[src/verilog/dcp_pkg.sv]
// digital control port: register map, pin functions, carrier types
// assumes a 32-bit axi4-lite bus with 8-bit byte addresses
package dcp_pkg;
    localparam int DCP_AW      = 8;
    localparam int DCP_DW      = 32;
    localparam int DCP_TRIP_W  = 3;
    localparam int DCP_CFG_W   = 3;
    localparam int DCP_IRQ_W   = 2;
    // byte addresses
    localparam logic [DCP_AW-1:0] DCP_A_PIN_CFG   = 8'h00;
    localparam logic [DCP_AW-1:0] DCP_A_OUT_WORD  = 8'h04;
    localparam logic [DCP_AW-1:0] DCP_A_IN_WORD   = 8'h08;
    localparam logic [DCP_AW-1:0] DCP_A_TRIP_STAT = 8'h0c;
    localparam logic [DCP_AW-1:0] DCP_A_PROT_CLR  = 8'h10;
    localparam logic [DCP_AW-1:0] DCP_A_IRQ_STAT  = 8'h14;
    localparam logic [DCP_AW-1:0] DCP_A_IRQ_EN    = 8'h18;
    localparam logic [DCP_AW-1:0] DCP_A_IRQ_CLR   = 8'h1c;
    // interrupt status bits
    localparam int DCP_IRQ_FAULT = 0;
    localparam int DCP_IRQ_INCHG = 1;
    localparam logic [1:0] DCP_RESP_OKAY   = 2'h0;
    localparam logic [1:0] DCP_RESP_SLVERR = 2'h2;
    typedef enum logic [1:0] {
        DCP_FN_GENERAL_IO = 2'b00,
        DCP_FN_INPUT_ONLY = 2'b01,
        DCP_FN_FAULT_OUT  = 2'b10,
        DCP_FN_OTHER      = 2'b11
    } dcp_func_e;
    typedef struct packed {
        logic      neg;
        dcp_func_e func;
    } dcp_pin_cfg_s;
    typedef struct packed {
        logic overtemperature_trip;
        logic overcurrent_trip;
        logic overvoltage_trip;
    } dcp_trip_s;
    localparam dcp_pin_cfg_s DCP_PIN_CFG_RST = '{neg: 1'b0, func: DCP_FN_INPUT_ONLY};
endpackage

[src/verilog/dcp_top.sv]
// digital control port: pin functions, fault latch, axi4-lite slave
// assumes trip and inhibit levels come from other domains and are synchronised here
// Contract
// (RQ1) three pins, each with its own independently chosen function
// (RQ2) every pin can be general bidirectional io with its own polarity bit
// (RQ3) one binary output word, one bit per bidirectional pin
// (RQ4) positive polarity: bit 1 drives high, bit 0 drives low
// (RQ5) negative polarity inverts both driven and sensed levels
// (RQ6) input word shows sensed level of bidirectional and input-only pins
// (RQ7) input and output words do not touch pins with other functions
// (RQ8) an input-only pin is never driven, whatever the output word holds
// (RQ9) fault function puts fault on pin 1, pin 2 becomes its return
// (RQ10) with fault function active the second pin's function is ignored
// (RQ11) fault asserts on any channel trip or an inhibit condition
// (RQ12) fault pin polarity selects the level of an active fault
// (RQ13) fault stays latched until cause is gone and protection is cleared
// (RQ14) trips held per channel until cleared; clearing restores the output
//
// Implementation choices: the AXI4-Lite slave port and the register addresses.
`timescale 1ns/100ps
module dcp_top
    import dcp_pkg::*;
#(
    parameter int NPIN = 3,
    parameter int NCH  = 3
) (
    // clock and reset
    input  wire logic                  aclk,
    input  wire logic                  aresetn,
    // axi4-lite slave
    input  wire logic [DCP_AW-1:0]     s_axi_awaddr,
    input  wire logic                  s_axi_awvalid,
    output logic                       s_axi_awready,
    input  wire logic [DCP_DW-1:0]     s_axi_wdata,
    input  wire logic [DCP_DW/8-1:0]   s_axi_wstrb,
    input  wire logic                  s_axi_wvalid,
    output logic                       s_axi_wready,
    output logic [1:0]                 s_axi_bresp,
    output logic                       s_axi_bvalid,
    input  wire logic                  s_axi_bready,
    input  wire logic [DCP_AW-1:0]     s_axi_araddr,
    input  wire logic                  s_axi_arvalid,
    output logic                       s_axi_arready,
    output logic [DCP_DW-1:0]          s_axi_rdata,
    output logic [1:0]                 s_axi_rresp,
    output logic                       s_axi_rvalid,
    input  wire logic                  s_axi_rready,
    // port pins
    input  wire logic [NPIN-1:0]       pin_i,
    output logic [NPIN-1:0]            pin_o,
    output logic [NPIN-1:0]            pin_oe,
    // protection
    input  wire dcp_trip_s [NCH-1:0]   trip_in,
    input  wire logic                  inhibit_in,
    output logic [NCH-1:0]             chan_off,
    output logic                       fault,
    output logic                       irq
);
    localparam int TW = DCP_TRIP_W * NCH;
    localparam int SW = NPIN + TW + 1;
    localparam int ST_INH   = TW;
    localparam int ST_FAULT = TW + 1;
    localparam int CLR_INH  = NCH;
    localparam dcp_pin_cfg_s [NPIN-1:0] CFG_RST = {NPIN{DCP_PIN_CFG_RST}};

    // refused at elaboration: the register map cannot hold wider words
    if (NPIN < 2 || NPIN * DCP_CFG_W > DCP_DW || TW + 2 > DCP_DW || NCH < 1) begin : g_bad_param
        $error("dcp_top: NPIN or NCH out of range");
    end

    function automatic logic [DCP_DW-1:0] merge(input logic [DCP_DW-1:0] old,
                                               input logic [DCP_DW-1:0] nw,
                                               input logic [DCP_DW/8-1:0] st);
        logic [DCP_DW-1:0] m;
        m = '0;
        for (int b = 0; b < DCP_DW / 8; b++)
            m[8*b +: 8] = {8{st[b]}};
        return (old & ~m) | (nw & m);
    endfunction

    // two-stage synchroniser for pins, trips and inhibit
    logic [SW-1:0] sync1_q;
    logic [SW-1:0] sync2_q;
    logic [NPIN-1:0] s_pin;
    logic [TW-1:0]   s_trip;
    logic            s_inh;
    assign s_pin  = sync2_q[NPIN-1:0];
    assign s_trip = sync2_q[NPIN +: TW];
    assign s_inh  = sync2_q[SW-1];
    always_ff @(posedge aclk) begin
        if (!aresetn) begin
            sync1_q <= '0;
            sync2_q <= '0;
        end else begin
            sync1_q <= {inhibit_in, trip_in, pin_i};
            sync2_q <= sync1_q;
        end
    end

    // bus and register state
    logic aw_got_q, aw_got_d, w_got_q, w_got_d;
    logic [DCP_AW-1:0] waddr_q, waddr_d;
    logic [DCP_DW-1:0] wdata_q, wdata_d, rdata_q, rdata_d;
    logic [DCP_DW/8-1:0] wstrb_q, wstrb_d;
    logic awready_q, awready_d, wready_q, wready_d, arready_q, arready_d;
    logic bvalid_q, bvalid_d, rvalid_q, rvalid_d;
    logic [1:0] bresp_q, bresp_d, rresp_q, rresp_d;
    dcp_pin_cfg_s [NPIN-1:0] cfg_q, cfg_d;
    logic [NPIN-1:0] out_q, out_d;
    logic [DCP_IRQ_W-1:0] en_q, en_d, irq_clr;
    logic [NCH:0] prot_clr;
    logic [NPIN-1:0] in_w;
    logic [TW-1:0] trip_q;
    logic inh_q, fault_q;
    logic [DCP_IRQ_W-1:0] ist_q;

    always_comb begin
        aw_got_d = aw_got_q;
        w_got_d  = w_got_q;
        waddr_d  = waddr_q;
        wdata_d  = wdata_q;
        wstrb_d  = wstrb_q;
        bvalid_d = bvalid_q;
        bresp_d  = bresp_q;
        rvalid_d = rvalid_q;
        rresp_d  = rresp_q;
        rdata_d  = rdata_q;
        cfg_d    = cfg_q;
        out_d    = out_q;
        en_d     = en_q;
        irq_clr  = '0;
        prot_clr = '0;
        if (bvalid_q && s_axi_bready)
            bvalid_d = 1'b0;
        if (s_axi_awvalid && awready_q) begin
            aw_got_d = 1'b1;
            waddr_d  = s_axi_awaddr;
        end
        if (s_axi_wvalid && wready_q) begin
            w_got_d = 1'b1;
            wdata_d = s_axi_wdata;
            wstrb_d = s_axi_wstrb;
        end
        // write happens once both halves are held
        if (aw_got_d && w_got_d && !bvalid_q) begin
            aw_got_d = 1'b0;
            w_got_d  = 1'b0;
            bvalid_d = 1'b1;
            bresp_d  = DCP_RESP_OKAY;
            unique case (waddr_d)
                DCP_A_PIN_CFG:   cfg_d = (NPIN*DCP_CFG_W)'(merge(DCP_DW'(cfg_q), wdata_d, wstrb_d)); // [RQ1] [RQ2]
                DCP_A_OUT_WORD:  out_d = NPIN'(merge(DCP_DW'(out_q), wdata_d, wstrb_d)); // [RQ3]
                DCP_A_PROT_CLR:  prot_clr = (NCH+1)'(merge('0, wdata_d, wstrb_d)); // [RQ14]
                DCP_A_IRQ_EN:    en_d = DCP_IRQ_W'(merge(DCP_DW'(en_q), wdata_d, wstrb_d));
                DCP_A_IRQ_CLR:   irq_clr = DCP_IRQ_W'(merge('0, wdata_d, wstrb_d));
                DCP_A_IN_WORD,
                DCP_A_TRIP_STAT,
                DCP_A_IRQ_STAT: ;
                default:         bresp_d = DCP_RESP_SLVERR;
            endcase
        end
        if (rvalid_q && s_axi_rready)
            rvalid_d = 1'b0;
        if (s_axi_arvalid && arready_q) begin
            rvalid_d = 1'b1;
            rresp_d  = DCP_RESP_OKAY;
            unique case (s_axi_araddr)
                DCP_A_PIN_CFG:   rdata_d = DCP_DW'(cfg_q);
                DCP_A_OUT_WORD:  rdata_d = DCP_DW'(out_q);
                DCP_A_IN_WORD:   rdata_d = DCP_DW'(in_w); // [RQ6]
                DCP_A_TRIP_STAT: rdata_d = DCP_DW'({fault_q, inh_q, trip_q});
                DCP_A_IRQ_STAT:  rdata_d = DCP_DW'(ist_q);
                DCP_A_IRQ_EN:    rdata_d = DCP_DW'(en_q);
                DCP_A_PROT_CLR,
                DCP_A_IRQ_CLR:   rdata_d = '0;
                default: begin
                    rdata_d = '0;
                    rresp_d = DCP_RESP_SLVERR;
                end
            endcase
        end
        awready_d = !aw_got_d && !bvalid_d;
        wready_d  = !w_got_d && !bvalid_d;
        arready_d = !rvalid_d;
    end

    always_ff @(posedge aclk) begin
        if (!aresetn) begin
            aw_got_q  <= 1'b0;
            w_got_q   <= 1'b0;
            waddr_q   <= '0;
            wdata_q   <= '0;
            wstrb_q   <= '0;
            awready_q <= 1'b0;
            wready_q  <= 1'b0;
            arready_q <= 1'b0;
            bvalid_q  <= 1'b0;
            bresp_q   <= DCP_RESP_OKAY;
            rvalid_q  <= 1'b0;
            rresp_q   <= DCP_RESP_OKAY;
            rdata_q   <= '0;
            cfg_q     <= CFG_RST;
            out_q     <= '0;
            en_q      <= '0;
        end else begin
            aw_got_q  <= aw_got_d;
            w_got_q   <= w_got_d;
            waddr_q   <= waddr_d;
            wdata_q   <= wdata_d;
            wstrb_q   <= wstrb_d;
            awready_q <= awready_d;
            wready_q  <= wready_d;
            arready_q <= arready_d;
            bvalid_q  <= bvalid_d;
            bresp_q   <= bresp_d;
            rvalid_q  <= rvalid_d;
            rresp_q   <= rresp_d;
            rdata_q   <= rdata_d;
            cfg_q     <= cfg_d;
            out_q     <= out_d;
            en_q      <= en_d;
        end
    end

    // pins, protection latches, interrupts
    logic [TW-1:0] trip_d;
    logic inh_d, fault_d, irq_q, irq_d;
    logic [NPIN-1:0] pin_o_q, pin_o_d, pin_oe_q, pin_oe_d, in_q;
    logic [DCP_IRQ_W-1:0] ist_d;
    logic fault_sel;
    logic [NPIN-1:0] is_gp, is_in;
    logic [NCH-1:0]  chan_off_q, chan_off_d;

    always_comb begin
        // set wins over clear, so a trip still present survives the clear
        for (int b = 0; b < TW; b++)
            trip_d[b] = s_trip[b] | (trip_q[b] & !prot_clr[b / DCP_TRIP_W]); // [RQ14]
        inh_d   = s_inh | (inh_q & !prot_clr[CLR_INH]);
        fault_d = (|trip_d) | inh_d; // [RQ11] [RQ13]
        fault_sel = cfg_q[0].func == DCP_FN_FAULT_OUT;
        for (int i = 0; i < NPIN; i++) begin
            // second pin is the fault return while the fault function runs
            is_gp[i] = cfg_q[i].func == DCP_FN_GENERAL_IO && !(i == 1 && fault_sel); // [RQ10]
            is_in[i] = cfg_q[i].func == DCP_FN_INPUT_ONLY && !(i == 1 && fault_sel);
            in_w[i]  = (is_gp[i] || is_in[i]) ? (s_pin[i] ^ cfg_q[i].neg) : 1'b0; // [RQ5] [RQ6] [RQ7]
            pin_oe_d[i] = is_gp[i]; // [RQ8]
            pin_o_d[i]  = is_gp[i] ? (out_q[i] ^ cfg_q[i].neg) : 1'b0; // [RQ4] [RQ5] [RQ7]
        end
        if (fault_sel) begin
            pin_oe_d[0] = 1'b1; // [RQ9]
            pin_o_d[0]  = fault_d ^ cfg_q[0].neg; // [RQ12]
        end
        ist_d = ist_q & ~irq_clr;
        ist_d[DCP_IRQ_FAULT] = ist_d[DCP_IRQ_FAULT] | (fault_d & !fault_q);
        ist_d[DCP_IRQ_INCHG] = ist_d[DCP_IRQ_INCHG] | (|(in_w ^ in_q));
        irq_d = |(ist_d & en_d);
    end

    always_ff @(posedge aclk) begin
        if (!aresetn) begin
            trip_q   <= '0;
            inh_q    <= 1'b0;
            fault_q  <= 1'b0;
            pin_o_q  <= '0;
            pin_oe_q <= '0;
            in_q     <= '0;
            ist_q    <= '0;
            irq_q    <= 1'b0;
            chan_off_q <= '0;
        end else begin
            trip_q   <= trip_d;
            inh_q    <= inh_d;
            fault_q  <= fault_d;
            pin_o_q  <= pin_o_d;
            pin_oe_q <= pin_oe_d;
            in_q     <= in_w;
            ist_q    <= ist_d;
            irq_q    <= irq_d;
            chan_off_q <= chan_off_d;
        end
    end

    assign s_axi_awready = awready_q;
    assign s_axi_wready  = wready_q;
    assign s_axi_bvalid  = bvalid_q;
    assign s_axi_bresp   = bresp_q;
    assign s_axi_arready = arready_q;
    assign s_axi_rvalid  = rvalid_q;
    assign s_axi_rresp   = rresp_q;
    assign s_axi_rdata   = rdata_q;
    assign pin_o  = pin_o_q;
    assign pin_oe = pin_oe_q;
    assign fault  = fault_q;
    assign irq    = irq_q;
    assign chan_off = chan_off_q;
    // registered from the next trip state, so it moves in step with trip_q
    generate
        for (genvar c = 0; c < NCH; c++) begin : g_off
            assign chan_off_d[c] = |trip_d[DCP_TRIP_W*c +: DCP_TRIP_W]; // [RQ14]
        end
    endgenerate

    fault_sum_a: assert property (@(posedge aclk) disable iff (!aresetn) // [RQ11]
        fault_q == ((|trip_q) | inh_q)) else $error("fault not the sum of latches");
    trip_catch_a: assert property (@(posedge aclk) disable iff (!aresetn) // [RQ14]
        ##1 ((trip_q & $past(s_trip)) == $past(s_trip))) else $error("trip lost");
    fault_hold_a: assert property (@(posedge aclk) disable iff (!aresetn) // [RQ13]
        fault_q && prot_clr == '0 |=> fault_q) else $error("fault dropped without clear");
    fault_pin_a: assert property (@(posedge aclk) disable iff (!aresetn) // [RQ9] [RQ12]
        fault_sel |=> pin_oe_q[0] && pin_o_q[0] == (fault_q ^ $past(cfg_q[0].neg)))
        else $error("fault pin wrong");
    fault_return_a: assert property (@(posedge aclk) disable iff (!aresetn) // [RQ10]
        fault_sel |=> !pin_oe_q[1] && !in_q[1]) else $error("fault return pin used");
    generate
        for (genvar p = 0; p < NPIN; p++) begin : g_chk
            input_undriven_a: assert property (@(posedge aclk) disable iff (!aresetn) // [RQ8]
                cfg_q[p].func == DCP_FN_INPUT_ONLY |=> !pin_oe_q[p]) else $error("input pin driven");
            gp_drive_a: assert property (@(posedge aclk) disable iff (!aresetn) // [RQ4] [RQ5]
                is_gp[p] |=> pin_oe_q[p] && pin_o_q[p] == ($past(out_q[p]) ^ $past(cfg_q[p].neg)))
                else $error("io pin level wrong");
            other_quiet_a: assert property (@(posedge aclk) disable iff (!aresetn) // [RQ7]
                cfg_q[p].func == DCP_FN_OTHER && !(p == 0) |=> !pin_oe_q[p] && !in_q[p])
                else $error("other pin touched");
            in_sense_a: assert property (@(posedge aclk) disable iff (!aresetn) // [RQ6]
                is_in[p] |=> in_q[p] == ($past(s_pin[p]) ^ $past(cfg_q[p].neg)))
                else $error("input word wrong");
        end
    endgenerate
endmodule

[config.mk]
export PLATFORM = sky130hd
export DESIGN_NAME = dcp_top
export DESIGN_NICKNAME = d
export VERILOG_FILES = /design/src/verilog/dcp_pkg.sv /design/src/verilog/dcp_top.sv
export SDC_FILE = /design/constraint.sdc
export NUM_CORES = 1
export LEC_CHECK = 0
export ABC_AREA = 1
export BUFFER_PORTS_ARGS = -buffer_cell sky130_fd_sc_hd__buf_2
export CAP_MARGIN = 0
export CORE_UTILIZATION = 33
export CTS_CLUSTER_SIZE = 25
export DETAILED_ROUTE_END_ITERATION = 6
export PLACE_DENSITY = 0.53
export SKIP_LAST_GASP = 1
export SYNTH_ARGS = -nofsm -noshare
export SYNTH_HDL_FRONTEND = slang
export SYNTH_SLANG_ARGS = --single-unit
[constraint.sdc]
create_clock -name aclk -period 2.8 [get_ports aclk]
set_input_delay 0.14 -clock aclk [delete_from_list [all_inputs] [get_ports aclk]]
set_output_delay 0.14 -clock aclk [all_outputs]
set_load 0.02 [all_outputs]
; ---- Word level (Yosys, flattened, before mapping)
; Index checks and enable logic that the tools add are counted.
[totals]
regBits = 153
wordCells = 163
[op_classes]
eq_ne = 18
mux = 26
bitwise = 43
reduce_logical = 42
[op_table]
columns = cell, count
row1 = $pmux 11 s6, 1
row2 = $eq 8x5->1 const B, 8
row3 = $eq 8x4->1 const B, 4
row4 = $mux 32, 1
row5 = $and 9x9->9, 2
row6 = $eq 8x3->1 const B, 2
row7 = $logic_not 8->1, 2
row8 = $reduce_or 8->1, 2
row9 = $mux 1, 14
row10 = $or 1x1->1, 13
row11 = $mux 2, 6
row12 = $mux 4, 3
row13 = $reduce_or 3->1, 4
row14 = $and 1x1->1, 11
row15 = $logic_and 1x1->1, 11
row16 = $logic_not 1->1, 11
row17 = $not 9->9, 1
row18 = $or 9x9->9, 1
row19 = $reduce_or 9->1, 1
row20 = $mux 8, 1
row21 = $reduce_and 2->1, 4
row22 = $xor 1x1->1, 7
row23 = $and 2x2->2, 3
row24 = $eq 2x1->1 const B, 3
row25 = other kinds (9), 13

; ---- Logic depth before layout (Yosys ltp)
[depth]
ltp_word = 14
mapped_depth = 16
mapped_depth_nobuf = 15

; ---- Worst setup path after synthesis
; Ideal clock, no wire load.
[synth_timing]
path_type = reg2reg
startpoint = register awready_q (netlist: s_axi_awready)
endpoint = register irq_q (netlist: irq)
setup_ns = 0.117
arrival_ns = 1.964
setup_slack_ns = 0.719
stages_incl_launch_ff = 13
cell_sequence = dfxtp_1 nand2_2 buf_6 o21ai_2 nand2_2 nor2_4 nand3_2 a21oi_1 nand2_1 nor2_2 nand3_1 a21oi_1 o21ai_1
[synth_via]
elab_chain_cells = 14
[synth_lines]
columns = item, line_no
row1 = "start, declared", dcp_top.sv:105  ; logic awready_q, awready_d, wready_q, wready_d, arready_q, arready_d;
row2 = "start signal, assigned", dcp_top.sv:211  ; awready_q <= awready_d;
row3 = $logic_and 1x1->1 (*), dcp_top.sv:135  ; if (s_axi_awvalid && awready_q) begin
row4 = $mux 8 or $mux 1 (tied branches), dcp_top.sv:135
row5 = $eq 8x5->1 or $logic_and 1x1->1 (tied branches), "dcp_top.sv:150, dcp_top.sv:145"
row6 = $mux 4 or $logic_and 1x1->1 (tied branches), "dcp_top.sv:150, dcp_top.sv:145"
row7 = $mux 4, dcp_top.sv:145  ; if (aw_got_d && w_got_d && !bvalid_q) begin
row8 = $logic_not 1->1, dcp_top.sv:237  ; trip_d[b] = s_trip[b] | (trip_q[b] & !prot_clr[b / DCP_TRIP_W]);
row9 = $and 1x1->1, dcp_top.sv:237
row10 = $or 1x1->1, dcp_top.sv:237
row11 = $reduce_or 9->1, dcp_top.sv:239  ; fault_d = (|trip_d) | inh_d;
row12 = $or 1x1->1, dcp_top.sv:239
row13 = $and 1x1->1, dcp_top.sv:254  ; ist_d[DCP_IRQ_FAULT] = ist_d[DCP_IRQ_FAULT] | (fault_d & !fault_q);
row14 = $or 1x1->1, dcp_top.sv:254
row15 = $and 2x2->2 (*), dcp_top.sv:256  ; irq_d = |(ist_d & en_d);
row16 = $reduce_or 2->1 (*), dcp_top.sv:256
row17 = "end signal, assigned", dcp_top.sv:278  ; irq_q <= irq_d;
row18 = "end, declared", dcp_top.sv:227  ; logic inh_d, fault_d, irq_q, irq_d;
; Mark *: on every way between the ends. The rest lies on a longest branch, timed or not.
; A chain may end at the register's enable or synchronous reset.

; ---- Worst setup path in the final report
[layout_timing]
startpoint = register awready_q (netlist: s_axi_awready)
endpoint = register pin_o_q[0] (netlist: pin_o[0])
[layout_via]
elab_chain_cells = 12
[layout_lines]
columns = item, line_no
row1 = $logic_and 1x1->1 (*), dcp_top.sv:135
row2 = $mux 8 or $mux 1 (tied branches), dcp_top.sv:135
row3 = $eq 8x5->1 or $logic_and 1x1->1 (tied branches), "dcp_top.sv:150, dcp_top.sv:145"
row4 = $mux 4 or $logic_and 1x1->1 (tied branches), "dcp_top.sv:150, dcp_top.sv:145"
row5 = $mux 4 (*), dcp_top.sv:145
row6 = $logic_not 1->1, dcp_top.sv:237
row7 = $and 1x1->1, dcp_top.sv:237
row8 = $or 1x1->1, dcp_top.sv:237
row9 = $reduce_or 9->1, dcp_top.sv:239
row10 = $or 1x1->1 (*), dcp_top.sv:239
row11 = $xor 1x1->1 (*), dcp_top.sv:251  ; pin_o_d[0] = fault_d ^ cfg_q[0].neg;
row12 = $mux 1 (*), dcp_top.sv:249  ; if (fault_sel) begin
row13 = "end signal, assigned", dcp_top.sv:274  ; pin_o_q <= pin_o_d;
row14 = "end, declared", dcp_top.sv:228  ; logic [NPIN-1:0] pin_o_q, pin_o_d, pin_oe_q, pin_oe_d, in_q;
; Marks and branches as above.

==> results.md <==
* Status: finished, final reports clean
* Quantity of I/O buffers inserted on ports at between 70 and 80
* Final Setup Violations at 0
* Yosys warns at 0
* CP Data Arrival Time at between 2 and 3 ns
* Leakage power at 2.60 nW
* Place WS at 0.318 ns
* Detailed-route wire length per cell at 11.5 µm
* Max Slew Vio Count at 0
* Maximum vdd ir drop at about 0.00023 V
* DRT iter0 DRCs at 211
* Achievable Freq at 0.397 GHz
* Final GP Congestion at 0.808
* Share of flip-flops with an asynchronous set or reset at 0
* Vias per inst at 4.35
* Chip Height at about 120 µm
* CP startpoint kind: flop
* Row count at 41
* Largest net degree at the start of global routing at 39
* Clock Power Share at 0.371
* Hold Crit Class: in2reg
* Post-CTS Setup Repair Bufs at 0
* Seq pwr share at 0.497
* Synth Area per Inst at between 7 and 8 µm²
* Post-DP HPWL at 7.14 mm
* Clock tree buffer depth at 2
* H-Tree Level Count at 3
* PD cells at 628 nW/µm²
* RSZ-0062 raised after global routing: false
* Fin worst setup slack at 0.279 ns
* I/O pin count at ~120
* Distinct cells, synth at 43
* Net Switching at 0.841 mW
* Period minus WS final at 2.52 ns
* Clk_skew at 0.00899 ns
* Clock sink total at 105
* Die width at 116 µm
* Hold Fails Final Rpt at 0
* Max Cap Viol at 0
* Layout cell share with drive strength beyond 1 at 0.166
* Reg2Reg Depth at 13
* CP Capture Type: flop
* Final Instance Area at 5140 µm²
* Detailed-route DRC error count at 0
* Final ANT Viol Nets at 0
* 1st-pass router iterations at 4
* Placed Area at 4740 µm²
* First-pass GRT wire length at between 15 and 20 mm
* Root buffer cell: clkbuf_16
* Routed WL at 9.56 mm
* Hold Path Stages at 3
* Sw Share at 0.260
* Number of synthesized flops with an enable pin at 0
* Setup TNS at 0 ns
* Fillers at roughly 1,400
* Register bit total from synthesis at around 110
* Area Growth Syn to Fin at 20.2%
* Gr usage total at 0.152
* Int Power at 2.39 mW
* Vias in the first global route at 3,297
* Grt ovf at 0
* Worst EP required at 3.02 ns
* Initial Utilization at 0.339
* Routed via count at ~3,600
* Combinational Power Share at 0.132
* Ant diodes at 0
* CTS tree: built
* Cts bufs inserted at 9
* Cells after synthesis at 568
* Initial antenna violation count at 0
* Clock Pin Slew Worst Setup and Hold Paths at 0.07 ns
* WS Path Type: reg2reg
* Synth Flop Type: dfxtp_1
* Total core area at 12,600 µm²
* Nets at 726
* Clock Latency Late Sink at 0.34 ns
* CP Max Fanout at 14
* Pwr Total at 3.23 mW
* Die area at 13,400 µm²
* Crit share post-route at 0.900
* Cell Area, Synth at about 4300 µm²
* Seq/Total Area, Yosys at 0.491
## layout by cell type (no fill, tap or decap), drive strengths merged, types with 2 or more instances in the layout
| cell | n |
|---|---|
| o21a | 2 |
| o2111ai | 2 |
| a211oi | 2 |
| a22o | 2 |
| o21ai | 22 |
| buf | 80 |
| dfxtp | 105 |
| o211ai | 2 |
| nand2 | 121 |
| nand4 | 3 |
| nor2 | 75 |
| a21oi | 35 |
| clkbuf | 9 |
| mux2i | 6 |
| inv | 94 |
| xor2 | 3 |
| o22ai | 3 |
| clkinv | 3 |
| conb | 23 |
| dlygate4sd3 | 13 |
| nor4 | 2 |
| nand3 | 24 |
| a22oi | 2 |
| nor3 | 12 |
## cell type report
cell class,count,area (µm²),share of cell area
clock buffers,9,225,0.0438
clock inverters,4,47.5,0.00925
inverters,95,357,0.0693
multi-input cells,350,1650,0.321
flip-flops and latches,105,2100,0.409
well taps,172,215,0.0418
repair buffers,93,543,0.106
## power groups by stage
stage | registers [mW] | logic [mW] | clock network (mW)
final | 1.60 | 0.426 | 1.20
after global placement | 1.64 | 0.410 | 0
after global routing | 1.61 | 0.488 | 1.28
after detailed placement | 1.64 | 0.415 | 0
after floorplan | 1.65 | 0.307 | 0
after CTS | 1.60 | 0.430 | 1.24
## Yosys cell counts (2+ instances only)
master,number,area [µm²]
mux2i_1,6,60.1
o21ai_2,3,26.3
a22o_1,2,17.5
nor3_2,2,20.0
a211oi_1,2,15.0
xor2_1,3,26.3
a22oi_1,2,15.0
o21ai_0,16,80.1
o2111ai_1,2,17.5
o211ai_1,2,15.0
nand2_1,119,447
nand3_2,2,20.0
nor2_1,71,267
nand3_1,22,110
o21a_1,2,15.0
nor2_2,2,12.5
nor4_1,2,12.5
nand4_1,3,18.8
a21oi_1,34,170
o21ai_1,3,15.0
nand2_2,2,12.5
o22ai_1,3,18.8
buf_1,3,11.3
buf_4,24,180
clkbuf_1,11,41.3
nor2_4,2,22.5
nor3_1,10,50.1
inv_1,94,353
dfxtp_1,105,2100
## logic make-up (layout without fill, tap and decap cells)
| group | count (synthesis) | after routing | synth area share |
|---|---|---|---|
| and+or+nand+nor | 239 | 239 | 0.235 |
| buffers and inverters | 135 | 201 | 0.142 |
| DFF | 105 | 105 | 0.491 |
| AOI/OAI and AO/OA | 78 | 78 | 0.109 |
| muxes | 6 | 6 | 0.0140 |
| xor gates and xnor gates | 4 | 4 | 0.00819 |
| other | 1 | 23 | 0.000877 |
## per-stage QoR
stage	utilization	std cells	hold slack (ns)
floorplan	-	590	0.238
global placement	0.376	802	0.323
detailed placement	0.376	802	0.327
CTS	0.407	828	0.0464
global route	0.407	828	0.0642
finish	0.407	828	0.0564
## worst max-delay path, stage by stage (launching register included)
cell	delay, ns
dfxtp_1	0.39
nand2_2	0.20
nand2_1	0.17
nand3_1	0.26
nor3_2	0.32
nand3_1	0.24
nand2_1	0.12
nand2_1	0.07
nor2_1	0.15
nand2_1	0.07
nor2_1	0.15
nand3_1	0.10
nand3_1	0.11
a21oi_2	0.05
## final timing paths
check / from / endpoint / slack (ns)
setup / recovery: s_axi_awready$_SDFF_PN0_ / pin_o[0]$_SDFF_PN0_ / 0.28
hold reg to reg: sync1_q[11]$_SDFF_PN0_ / sync2_q[11]$_SDFF_PN0_ / 0.41
setup reg to reg: s_axi_awready$_SDFF_PN0_ / pin_o[0]$_SDFF_PN0_ / 0.28
hold / removal: s_axi_awaddr[1] / waddr_q[1]$_SDFF_PN0_ / 0.06
## per-layer routing
layer / part of all wire / track usage / routed length, µm
met4: 0.017 / 0.0581 / 162
met5: 0 / 0 / 0
met3: 0.047 / 0.0371 / 448
met2: 0.45 / 0.244 / 4270
met1: 0.49 / 0.198 / 4680
## timing repair
| item | in CTS | in global routing |
|---|---|---|
| gates resized for setup | 0 | 0 |
| hold buffers | 13 | 0 |
| endpoints found under the hold margin | 13 | 0 |
Power figures use the tool's default switching activity.
